### config.mk
export PLATFORM = sky130hd
export DESIGN_NAME = ssfc_classifier
export DESIGN_NICKNAME = d
export VERILOG_FILES = /design/src/design/ssfc_pkg.sv /design/src/design/ssfc_canon_check.sv /design/src/design/ssfc_irq_ctrl.sv /design/src/design/ssfc_classifier.sv
export SDC_FILE = /design/constraint.sdc
export NUM_CORES = 1
export LEC_CHECK = 0
export ABC_AREA = 1
export BUFFER_PORTS_ARGS = -buffer_cell sky130_fd_sc_hd__buf_2
export CORE_MARGIN = 8
export CORE_UTILIZATION = 50
export DETAILED_ROUTE_END_ITERATION = 6
export GPL_TIMING_DRIVEN = 0
export PLACE_DENSITY = 0.82
export SYNTH_ARGS = -nofsm -noshare
export SYNTH_HDL_FRONTEND = slang
export SYNTH_SLANG_ARGS = --single-unit
### constraint.sdc
create_clock -name clk -period 3.95 [get_ports clk]
set_input_delay 0.5925 -clock clk [delete_from_list [all_inputs] [get_ports clk]]
set_output_delay 0.5925 -clock clk [all_outputs]
set_load 0.05 [all_outputs]
### src/design/ssfc_pkg.sv
/*
  Shared types and constants of the second-stage fault classifier: register map, reset values,
  request and response carriers and the fault reason codes.
  Assumes a single 100 MHz clock domain and a synchronous, active-high reset.
*/
package ssfc_pkg;

  // ----------------------------------------------------------------------
  // Register map (byte addresses, one aligned 32-bit word each)
  // ----------------------------------------------------------------------
  localparam logic [7:0] OFF_CTRL = 8'h00;
  localparam logic [7:0] OFF_STATUS = 8'h04;
  localparam logic [7:0] OFF_MASK = 8'h08;
  localparam logic [7:0] OFF_LAST_REASON = 8'h0c;
  localparam logic [7:0] OFF_FAULT_COUNT = 8'h10;

  // Control register fields.
  localparam int CTRL_MODE_LSB = 0;
  localparam int CTRL_COHERENCY_BIT = 2;
  localparam logic [1:0] MODE_SCALABLE = 2'h1;
  localparam logic [1:0] MODE_RESET = 2'h0;
  localparam logic COHERENCY_RESET = 1'b0;

  // Status and mask bits.
  localparam int EVT_FAULT = 0;
  localparam int EVT_OVERRUN = 1;
  localparam int EVT_WIDTH = 2;
  localparam logic [EVT_WIDTH-1:0] MASK_RESET = 2'h0;

  // Non-canonical address check: canonical address widths (sign bit is one below).
  localparam int CANON_BITS_4LVL = 48;
  localparam int CANON_BITS_5LVL = 57;

  // ----------------------------------------------------------------------
  // Fault reason codes
  // ----------------------------------------------------------------------
  localparam logic [7:0] RSN_NONE = 8'h00;
  localparam logic [7:0] RSN_NEXT_FETCH = 8'h78;
  localparam logic [7:0] RSN_NO_PERM = 8'h79;
  localparam logic [7:0] RSN_RSVD = 8'h7a;
  localparam logic [7:0] RSN_TOP_FETCH = 8'h7b;
  localparam logic [7:0] RSN_AD_NOSNOOP = 8'h7c;
  localparam logic [7:0] RSN_AD_UPDATE = 8'h7d;
  localparam logic [7:0] RSN_NONCANON = 8'h80;

  // ----------------------------------------------------------------------
  // Types
  // ----------------------------------------------------------------------
  typedef enum logic [3:0] {
    REQ_UNTRANSLATED = 4'h1,
    REQ_TRANSLATION = 4'h2,
    REQ_TRANSLATED = 4'h4,
    REQ_PAGE = 4'h8
  } ssfc_kind_e;

  typedef enum logic [2:0] {
    RSP_PASS = 3'h0,
    RSP_UR = 3'h1,
    RSP_CA = 3'h2,
    RSP_NOPERM = 3'h3,
    RSP_NA = 3'h4
  } ssfc_rsp_e;

  typedef struct packed {
    ssfc_kind_e kind;
    logic firstStage;
    logic fiveLevel;
    logic [63:0] inAddr;
    logic topFetchErr;
    logic nextFetchErr;
    logic entryRead;
    logic entryWrite;
    logic andRead;
    logic andWrite;
    logic rsvdNonzero;
    logic walkSnoop;
    logic adEnable;
    logic adFlag;
    logic adUpdateFail;
  } ssfc_req_s;

  typedef struct packed {
    ssfc_rsp_e code;
    logic fault;
    logic [7:0] reason;
  } ssfc_rsp_s;

  localparam ssfc_rsp_s RSP_RESET = '{code: RSP_PASS, fault: 1'b0, reason: RSN_NONE};

endpackage : ssfc_pkg

### src/design/ssfc_canon_check.sv
/*
  Combinational check that a 64-bit input address is canonical for four- or five-level paging.
  Assumes the caller gates the result with first-stage use and scalable mode.
*/
`timescale 1ns/10ps
module ssfc_canon_check
  import ssfc_pkg::*;
(
  input wire logic [63:0] addr,  // Input address of the request.
  input wire logic fiveLevel,    // High for five-level paging.
  output logic nonCanon          // High when the upper bits differ from the sign bit.
);

  logic [63-CANON_BITS_4LVL+1:0] top4;
  logic [63-CANON_BITS_5LVL+1:0] top5;

  assign top4 = addr[63:CANON_BITS_4LVL-1];
  assign top5 = addr[63:CANON_BITS_5LVL-1];

  always_comb
  begin
    if (fiveLevel)
    begin
      nonCanon = !((&top5) || !(|top5));
    end
    else
    begin
      nonCanon = !((&top4) || !(|top4));
    end
  end

endmodule : ssfc_canon_check

### src/design/ssfc_irq_ctrl.sv
/*
  Sticky event status with write-one-to-clear, a mask of the same layout and a level interrupt.
  Assumes event pulses and register write strobes are synchronous to clk.
*/
`timescale 1ns/10ps
module ssfc_irq_ctrl
  import ssfc_pkg::*;
(
  input wire logic clk,                        // System clock.
  input wire logic rst,                        // Synchronous reset, active high.
  input wire logic [EVT_WIDTH-1:0] evt,        // One-cycle event pulses.
  input wire logic clrWr,                      // Status write strobe.
  input wire logic [EVT_WIDTH-1:0] clrData,    // Ones clear status bits.
  input wire logic maskWr,                     // Mask write strobe.
  input wire logic [EVT_WIDTH-1:0] maskData,   // New mask value.
  output logic [EVT_WIDTH-1:0] status,         // Sticky status.
  output logic [EVT_WIDTH-1:0] mask,           // Interrupt enable mask.
  output logic irq                             // Level interrupt, registered.
);

  logic [EVT_WIDTH-1:0] status_ff;
  logic [EVT_WIDTH-1:0] mask_ff;
  logic irq_ff;
  logic [EVT_WIDTH-1:0] nxt_status;

  // A new event in the same cycle as its clear survives, so no event is lost.
  assign nxt_status = (status_ff & ~(clrWr ? clrData : '0)) | evt;

  always_ff @(posedge clk)
  begin
    if (rst)
      status_ff <= '0;
    else
      status_ff <= nxt_status;
  end

  always_ff @(posedge clk)
  begin
    if (rst)
      mask_ff <= MASK_RESET;
    else if (maskWr)
      mask_ff <= maskData;
  end

  always_ff @(posedge clk)
  begin
    if (rst)
      irq_ff <= 1'b0;
    else
      irq_ff <= |(nxt_status & (maskWr ? maskData : mask_ff));
  end

  assign status = status_ff;
  assign mask = mask_ff;
  assign irq = irq_ff;

endmodule : ssfc_irq_ctrl

### src/design/ssfc_classifier.sv
/*
  Second-stage fault classifier: takes one walk result per request, picks a single fault reason
  and the completion for the requester, and records faults for software over Avalon-MM.
  Assumes the page walker presents each request as one valid cycle with all result bits stable.
*/
// Our own choices: the register addresses and register access over Avalon-MM.
//
// How it works
// - Checks run only in scalable mode 01b.
// - Lower-level entry fetch error gives 78h.
// - No read/write permission gives 79h, no-perm success for translation requests.
// - Reserved bits with permission set give 7Ah.
// - Top entry fetch error gives 7Bh.
// - Non-snooped walk needing A/D update gives 7Ch.
// - Failed A/D update gives 7Dh.
// - Non-canonical first-stage address gives 80h.
`timescale 1ns/10ps
module ssfc_classifier
  import ssfc_pkg::*;
(
  input wire logic clk,               // System clock, 100 MHz.
  input wire logic rst,               // Synchronous reset, active high.
  input wire logic reqValid,          // Walk result valid, one-cycle pulse.
  input wire ssfc_req_s req,          // Walk result and request kind.
  output ssfc_rsp_s rsp,              // Classified completion.
  output logic rspValid,              // Completion valid, one-cycle pulse.
  input wire logic [7:0] address,     // Avalon byte address.
  input wire logic read,              // Avalon read.
  input wire logic write,             // Avalon write.
  input wire logic [31:0] writedata,  // Avalon write data.
  input wire logic [3:0] byteenable,  // Avalon byte enables.
  output logic [31:0] readdata,       // Avalon read data.
  output logic waitrequest,           // Avalon wait request.
  output logic irq                    // Level interrupt.
);

  // ----------------------------------------------------------------------
  // Helpers
  // ----------------------------------------------------------------------
  // Completion for a recorded fault, depending on the request kind.
  function automatic ssfc_rsp_e rspFor(input logic [7:0] reason, input ssfc_kind_e kind);
    ssfc_rsp_e code;
    code = RSP_NA;
    if (kind == REQ_UNTRANSLATED)
      code = RSP_UR;
    else if (kind == REQ_TRANSLATION)
      code = (reason == RSN_NO_PERM || reason == RSN_NONCANON) ? RSP_NOPERM : RSP_CA;
    return code;
  endfunction : rspFor

  // ----------------------------------------------------------------------
  // Control register
  // ----------------------------------------------------------------------
  logic [1:0] mode_ff;
  logic coherency_ff;
  logic busWr;
  logic busAck;
  logic waitrequest_ff;

  assign busAck = (read || write) && !waitrequest_ff;
  assign busWr = write && busAck;

  always_ff @(posedge clk)
  begin
    if (rst)
    begin
      mode_ff <= MODE_RESET;
      coherency_ff <= COHERENCY_RESET;
    end
    else if (busWr && address == OFF_CTRL && byteenable[0])
    begin
      mode_ff <= writedata[CTRL_MODE_LSB +: 2];
      coherency_ff <= writedata[CTRL_COHERENCY_BIT];
    end
  end

  // ----------------------------------------------------------------------
  // Fault conditions
  // ----------------------------------------------------------------------
  logic scalable;
  logic nonCanon;
  logic condCanon;
  logic condTop;
  logic condNext;
  logic condRsvd;
  logic condPerm;
  logic condNoSnoop;
  logic condAdFail;
  logic checked;

  ssfc_canon_check u_canon (
    .addr(req.inAddr),
    .fiveLevel(req.fiveLevel),
    .nonCanon(nonCanon)
  );

  assign scalable = (mode_ff == MODE_SCALABLE);
  assign checked = scalable && (req.kind == REQ_UNTRANSLATED || req.kind == REQ_TRANSLATION);

  assign condCanon = req.firstStage && nonCanon;
  assign condTop = req.topFetchErr;
  assign condNext = req.nextFetchErr;
  assign condRsvd = req.rsvdNonzero && (req.entryRead || req.entryWrite);
  assign condPerm = (!req.entryRead && !req.entryWrite) || (!req.andRead && !req.andWrite);
  assign condNoSnoop = (!coherency_ff || !req.walkSnoop) && req.adEnable && !req.adFlag;
  assign condAdFail = req.adUpdateFail;

  // ----------------------------------------------------------------------
  // Reason selection
  // ----------------------------------------------------------------------
  // Fixed priority in walk order: the address is checked before the walk starts, a fetch error
  // leaves no entry to inspect, and A/D handling comes only after the entry proved usable.
  logic [7:0] reasonSel;

  always_comb
  begin
    reasonSel = RSN_NONE;
    if (condCanon)
      reasonSel = RSN_NONCANON;
    else if (condTop)
      reasonSel = RSN_TOP_FETCH;
    else if (condNext)
      reasonSel = RSN_NEXT_FETCH;
    else if (condRsvd)
      reasonSel = RSN_RSVD;
    else if (condPerm)
      reasonSel = RSN_NO_PERM;
    else if (condNoSnoop)
      reasonSel = RSN_AD_NOSNOOP;
    else if (condAdFail)
      reasonSel = RSN_AD_UPDATE;
  end

  // ----------------------------------------------------------------------
  // Completion
  // ----------------------------------------------------------------------
  ssfc_rsp_s rsp_ff;
  ssfc_rsp_s nxt_rsp;
  logic rspValid_ff;
  logic newFault;

  assign newFault = reqValid && checked && (reasonSel != RSN_NONE);

  always_comb
  begin
    nxt_rsp = RSP_RESET;
    if (req.kind == REQ_TRANSLATED || req.kind == REQ_PAGE)
      nxt_rsp.code = RSP_NA;
    else if (checked && reasonSel != RSN_NONE)
    begin
      nxt_rsp.fault = 1'b1;
      nxt_rsp.reason = reasonSel;
      nxt_rsp.code = rspFor(reasonSel, req.kind);
    end
  end

  always_ff @(posedge clk)
  begin
    if (rst)
    begin
      rsp_ff <= RSP_RESET;
      rspValid_ff <= 1'b0;
    end
    else
    begin
      rspValid_ff <= reqValid;
      if (reqValid)
        rsp_ff <= nxt_rsp;
    end
  end

  // ----------------------------------------------------------------------
  // Fault record
  // ----------------------------------------------------------------------
  logic [7:0] lastReason_ff;
  logic [31:0] faultCount_ff;

  always_ff @(posedge clk)
  begin
    if (rst)
    begin
      lastReason_ff <= RSN_NONE;
      faultCount_ff <= '0;
    end
    else if (newFault)
    begin
      lastReason_ff <= reasonSel;
      faultCount_ff <= faultCount_ff + 32'h1;
    end
  end

  // ----------------------------------------------------------------------
  // Interrupt
  // ----------------------------------------------------------------------
  logic [EVT_WIDTH-1:0] evt;
  logic [EVT_WIDTH-1:0] status;
  logic [EVT_WIDTH-1:0] mask;
  logic irqInt;

  // An overrun marks a fault that arrived while an earlier one was still unacknowledged.
  assign evt[EVT_FAULT] = newFault;
  assign evt[EVT_OVERRUN] = newFault && status[EVT_FAULT];

  ssfc_irq_ctrl u_irq (
    .clk(clk),
    .rst(rst),
    .evt(evt),
    .clrWr(busWr && address == OFF_STATUS && byteenable[0]),
    .clrData(writedata[EVT_WIDTH-1:0]),
    .maskWr(busWr && address == OFF_MASK && byteenable[0]),
    .maskData(writedata[EVT_WIDTH-1:0]),
    .status(status),
    .mask(mask),
    .irq(irqInt)
  );

  // ----------------------------------------------------------------------
  // Avalon-MM slave
  // ----------------------------------------------------------------------
  // Every access takes one wait cycle; this keeps read data registered at the cost of speed.
  logic [31:0] readdata_ff;
  logic [31:0] nxt_readdata;

  always_comb
  begin
    nxt_readdata = '0;
    unique case (address)
      OFF_CTRL: nxt_readdata = {29'h0, coherency_ff, mode_ff};
      OFF_STATUS: nxt_readdata = {30'h0, status};
      OFF_MASK: nxt_readdata = {30'h0, mask};
      OFF_LAST_REASON: nxt_readdata = {24'h0, lastReason_ff};
      OFF_FAULT_COUNT: nxt_readdata = faultCount_ff;
      default: nxt_readdata = '0;
    endcase
  end

  always_ff @(posedge clk)
  begin
    if (rst)
      waitrequest_ff <= 1'b1;
    else
      waitrequest_ff <= !((read || write) && waitrequest_ff);
  end

  always_ff @(posedge clk)
  begin
    if (rst)
      readdata_ff <= '0;
    else if (read && waitrequest_ff)
      readdata_ff <= nxt_readdata;
  end

  assign rsp = rsp_ff;
  assign rspValid = rspValid_ff;
  assign readdata = readdata_ff;
  assign waitrequest = waitrequest_ff;
  assign irq = irqInt;

endmodule : ssfc_classifier

-- Word level (Yosys, flattened, before mapping)
Cells that the tools add are included.
- logic and storage cells: 96
- register bits: 94
- bitwise gates (word level): 4
- reduce and logical (&&, ||, !) cells: 50
- muxes and demuxes: 17
- eq/ne operators: 11
- add/sub/neg operators: 1
- operators by type and width (cell ; count):
    $pmux W32 S5 ; 1
    $mux W7 ; 6
    $add A32 B1 Y32 const B ; 1
    $logic_and A1 B1 Y1 ; 21
    $reduce_and A17 Y1 ; 1
    $reduce_or A17 Y1 ; 1
    $eq A8 B4 Y1 const B ; 2
    $logic_not A1 Y1 ; 13
    $mux W12 ; 1
    $logic_or A1 B1 Y1 ; 9
    $mux W3 ; 3
    $mux W9 ; 1
    $eq A8 B3 Y1 const B ; 1
    $eq A8 B5 Y1 const B ; 1
    $eq A8 B7 Y1 const B ; 1
    $eq A8 B8 Y1 const B ; 1
    $logic_not A8 Y1 ; 1
    $mux W8 ; 1
    $reduce_and A8 Y1 ; 1
    $reduce_bool A8 Y1 ; 1
    $reduce_or A8 Y1 ; 1
    $and A2 B2 Y2 ; 2
    $eq A4 B1 Y1 const B ; 1
    $eq A4 B2 Y1 const B ; 1
    other kinds (8) ; 10

-- Depth between registers and ports, before layout
- depth in word-level cells: 17
- mapped depth: 13
- mapped depth without buffers: 13

-- Modules after synthesis
From an unflattened synthesis, not the netlist that was laid out.
- cells, all modules: 683
- area total of the unflattened synthesis: 4516.8 um^2
- by module, submodules not included (module ; times used ; area each (um^2) ; cells an instance ; seq. area each (um^2)):
    ssfc_classifier ; 1 ; 4165.2 ; 618 ; 1661.6
    ssfc_irq_ctrl ; 1 ; 193.9 ; 28 ; 100.1
    ssfc_canon_check ; 1 ; 157.7 ; 37 ; 0.0

-- Least setup slack after synthesis
Ideal clock, no wire load.
- path type: input to register
- start: in req[7] in the netlist's numbering
- end: reg faultCount_ff[25]
- stages on the path: 10
- arrival: 1.650 ns
- setup time: 0.131 ns
- path buffers: 1
- slack: 2.169 ns
- cells stage by stage: or2_1 nand2_2 nand2_2 nor3_4 nor2_4 inv_4 nand2_4 buf_6 nand2_1 a21oi_2
- word-level cells in the longest chain between the ends: 10
- RTL lines (item ; line ; source):
    start, declared ; ssfc_classifier.sv:24 ; input wire ssfc_req_s req,
    $logic_not A1 Y1 ; ssfc_classifier.sv:104 ; assign condPerm = (!req.entryRead && !req.entryWrite) || (!req.andRead && !req.andWrite);
    $logic_and A1 B1 Y1 ; ssfc_classifier.sv:104 ;
    $logic_or A1 B1 Y1 ; ssfc_classifier.sv:104 ;
    $mux W7 ; ssfc_classifier.sv:126 ; else if (condPerm)
    $mux W7 * ; ssfc_classifier.sv:124 ; else if (condRsvd)
    $mux W7 * ; ssfc_classifier.sv:122 ; else if (condNext)
    $mux W7 * ; ssfc_classifier.sv:120 ; else if (condTop)
    $mux W8 * ; ssfc_classifier.sv:118 ; if (condCanon)
    $reduce_bool A8 Y1 * ; ssfc_classifier.sv:142 ; assign newFault = reqValid && checked && (reasonSel != RSN_NONE);
    $logic_and A1 B1 Y1 * ; ssfc_classifier.sv:142 ;
    end signal, assigned ; ssfc_classifier.sv:188 ; faultCount_ff <= faultCount_ff + 32'h1;
    end, declared ; ssfc_classifier.sv:176 ; logic [31:0] faultCount_ff;
Every way passes the cells marked *; elsewhere a longest branch is shown, timed or not.
A chain may end at the register's enable or synchronous reset.

-- Worst setup path in the final report
- start: reg faultCount_ff[1]
- end: reg faultCount_ff[26]
- word-level cells in the longest chain between the ends: 1
- RTL lines (item ; line):
    $add A32 B1 Y32 ; ssfc_classifier.sv:188
No other way between the ends.

==> impl_metrics.py <==
metrics = {
    "run_status": {
        "status": "completed",
    },
    "grt": {
        "grt_overflow_total": 0,
        "antenna_found_initial": 0,
        "grt_max_degree": 19,
        "grt_pass1_vias": 4645,
        "grt_use_total_pct": 21.4,
        "grt_pass1_wl_um": 22100,
    },
    "final_layout": {
        "final_cells": 888,
        "syn_to_final_growth_pct": 17.9,
        "regArea_um2": 1760,
        "diodes": 0,
        "nets": 903,
        "fill_cells": 902,
        "fin_util_pct": 59.5,
        "multi_input_area_um2": 2460,
        "drive_gt1_share_pct": 20.1,
    },
    "clocking": {
        "cts_tree": "done",
        "root_buffer": "clkbuf_8",
        "cts_hold_buf": 0,
        "htreeDepth": 3,
        "clk_pin_slew_worst_paths_ns": 0.10,
        "clk-insertion-delay-late_ns": 0.38,
        "cts_setup_buffers": 0,
        "clock_sinks": 88,
        "clock_path_buffers": 2,
        "cts_made_buffers": 9,
        "cts_resized": 0,
    },
    "logic_synthesis": {
        "synth_cells": 665,
        "yosys_warnings": 0,
        "ys_seq_elements": 88,
        "synthTopCellsByArea": "dfxtp_1, nand2_1, a21oi_1, nor2_1, nand3_1",
        "synthFlopType": "dfxtp_1",
        "synth.most_common_cell": "nand2_1",
        "synth.avg_cell_area_um2": 6.88,
        "synth_common_cells": "nand2_1, dfxtp_1, a21oi_1, nor2_1, nand3_1",
        "netlist_area_um2": 4570,
        "ys_types": 38,
        "syn-num-nets": 796,
        "async_flop_share_pct": 0,
        "yosysSeqAreaShare_pct": 38.5,
        "synth-edff-count": 0,
        "synth_top_area_share_pct": 38.5,
        "synth_top_area_cell": "dfxtp_1",
    },
    "hold_path": {
        "hold_class": "input pin to flip-flop",
    },
    "die": {
        "row_count": 35,
        "dieArea_um2": 12500,
        "num_io_pins": 177,
        "initial_utilization_pct": 50.5,
        "die_y_um": 112,
        "fp.dieW_um": 112,
        "coreArea_um2": 9060,
    },
    "power": {
        "ir_worst_vdd_uv": 146,
        "power_density_nw_per_um2": 324,
        "p_leak_nw": 2.18,
    },
    "timing": {
        "timing.slew.headroom_pct": 60.1,
        "setup_viol": 0,
        "rsz0062_at_grt": "false",
        "fmax_ghz": 0.501,
        "hold_violations": 0,
        "min_period_ns": 1.99,
        "fin_skew_ns": 0.0122,
        "fin_crit_sh_pct": 50.5,
        "setup_tns_ns": 0,
        "worst_pin_slew_ns": 0.593,
        "maxSlewViolCount": 0,
    },
    "place": {
        "port_buffers": 96,
        "place_inst": 872,
        "gp_congestion": 0.944,
        "hpwlAfterDp_um": 10600,
    },
    "worst_setup_path": {
        "critPathCaptureType": "flip-flop",
        "worst-setup-path-type": "flip-flop to flip-flop",
        "critPathArrivalTime_ns": 2.25,
        "cp_max_fo": 5,
        "cp-start-kind": "flip-flop",
        "crit_required_ns": 4.20,
    },
    "run": {
        "drv_cap": 0,
    },
    "routing": {
        "wirelength_um": 13500,
        "route.detailed.drc": 0,
        "dr.pass1.iters": 5,
        "drt_iter0_drc": 314,
        "dr_total_vias": 4760,
        "wl_per_cell_um": 15.2,
        "viasPerCell": 5.36,
        "drtAntennaViolNets": 0,
    },
}
[path summary, 6_finish.rpt]
path / startpoint / endpoint / slack, ns / cells after the start
min reg2reg: waitrequest$_SDFF_PP1_ / waitrequest$_SDFF_PP1_ / 0.46 / 1
min: read / waitrequest$_SDFF_PP1_ / 0.43 / 2
max reg2reg: faultCount_ff[1]$_SDFFE_PP0P_ / faultCount_ff[26]$_SDFFE_PP0P_ / 1.96 / 9
max: faultCount_ff[1]$_SDFFE_PP0P_ / faultCount_ff[26]$_SDFFE_PP0P_ / 1.96 / 9
[registers in the layout (all words and copies together), names as in the netlist, 2 cells and up]
name           count
faultCount_ff     32
lastReason_ff      5
mode_ff            2
readdata          32
rsp                9
u_irq.mask         2
u_irq.status       2
[metrics by stage]
step	worst slack (ns)	area, um^2	hold slack, ns	power (mW)
floorplan	2.17	4570	0.439	1.07
global placement	1.79	5190	0.431	1.14
detailed placement	1.73	5190	0.442	1.14
CTS	1.98	5390	0.422	1.76
global route	1.86	5390	0.427	1.81
finish	1.96	5390	0.428	1.75
[layout make-up]
| class | instances | area share (%) |
|---|---|---|
| tap | 111 | 2.58 |
| timing repair buffer | 96 | 8.91 |
| clock inverter | 7 | 1.37 |
| multi-input combinational | 502 | 45.7 |
| sequential | 88 | 32.7 |
| inverter | 45 | 3.18 |
| buffer | 30 | 3.30 |
| clock buffer | 9 | 2.30 |
[worst max-delay path, cell delays in order (launching register included)]
cell and delay [ns]:
dfxtp_1 0.43, ha_1 0.27, nand3_2 0.18, nor2_4 0.17, nand3_2 0.15, nor2_1 0.24
nand2_1 0.14, xor2_1 0.16, nand2_1 0.07, a21oi_1 0.05
[metal layers]
| metal | track usage (%) | part of all wire (%) |
|---|---|---|
| met1 | 25.4 | 44 |
| met2 | 38.1 | 50 |
| met3 | 4.38 | 5.5 |
| met4 | 6.20 | 1.1 |
| met5 | 0 | 0 |
[cells in the final DEF (no fill, tap or decap), types with 2 or more instances in the layout]
| cell | count |
|---|---|
| o21ai_0 | 39 |
| buf_4 | 3 |
| a21oi_2 | 2 |
| buf_2 | 103 |
| inv_8 | 2 |
| nor2_4 | 3 |
| nor3_2 | 4 |
| nand3_1 | 47 |
| nand4_1 | 5 |
| nand2_2 | 4 |
| xnor2_1 | 7 |
| nor3_1 | 14 |
| clkbuf_8 | 9 |
| o211ai_1 | 3 |
| dfxtp_1 | 88 |
| inv_1 | 40 |
| xor2_1 | 22 |
| nand3_4 | 2 |
| nor2_2 | 3 |
| nor2_1 | 63 |
| clkinv_4 | 2 |
| nand3_2 | 3 |
| inv_2 | 3 |
| buf_6 | 6 |
| a21oi_1 | 80 |
| nor4_1 | 2 |
| nand2_1 | 187 |
| inv_6 | 2 |
| or2_1 | 2 |
| clkbuf_1 | 14 |
[cell families (layout without fill, tap and decap cells)]
group / count (synthesis) / count (layout) / share of synthesized area (%)
AOI/OAI and AO/OA: 127 / 127 / 14.3
xor gates and xnor gates: 29 / 29 / 5.55
adders and majority gates: 1 / 1 / 0.273
DFF: 88 / 88 / 38.5
and+or+nand+nor: 345 / 345 / 33.7
buffers and inverters: 75 / 187 / 7.63
[where the power goes]
group	switching (mW)	total (mW)	leakage (nW)	internal, mW
clock network	0.377	0.626	0.101	0.249
registers	0.00947	0.916	0.714	0.907
logic	0.153	0.206	1.37	0.0539
(Power assumes the default switching activity.)
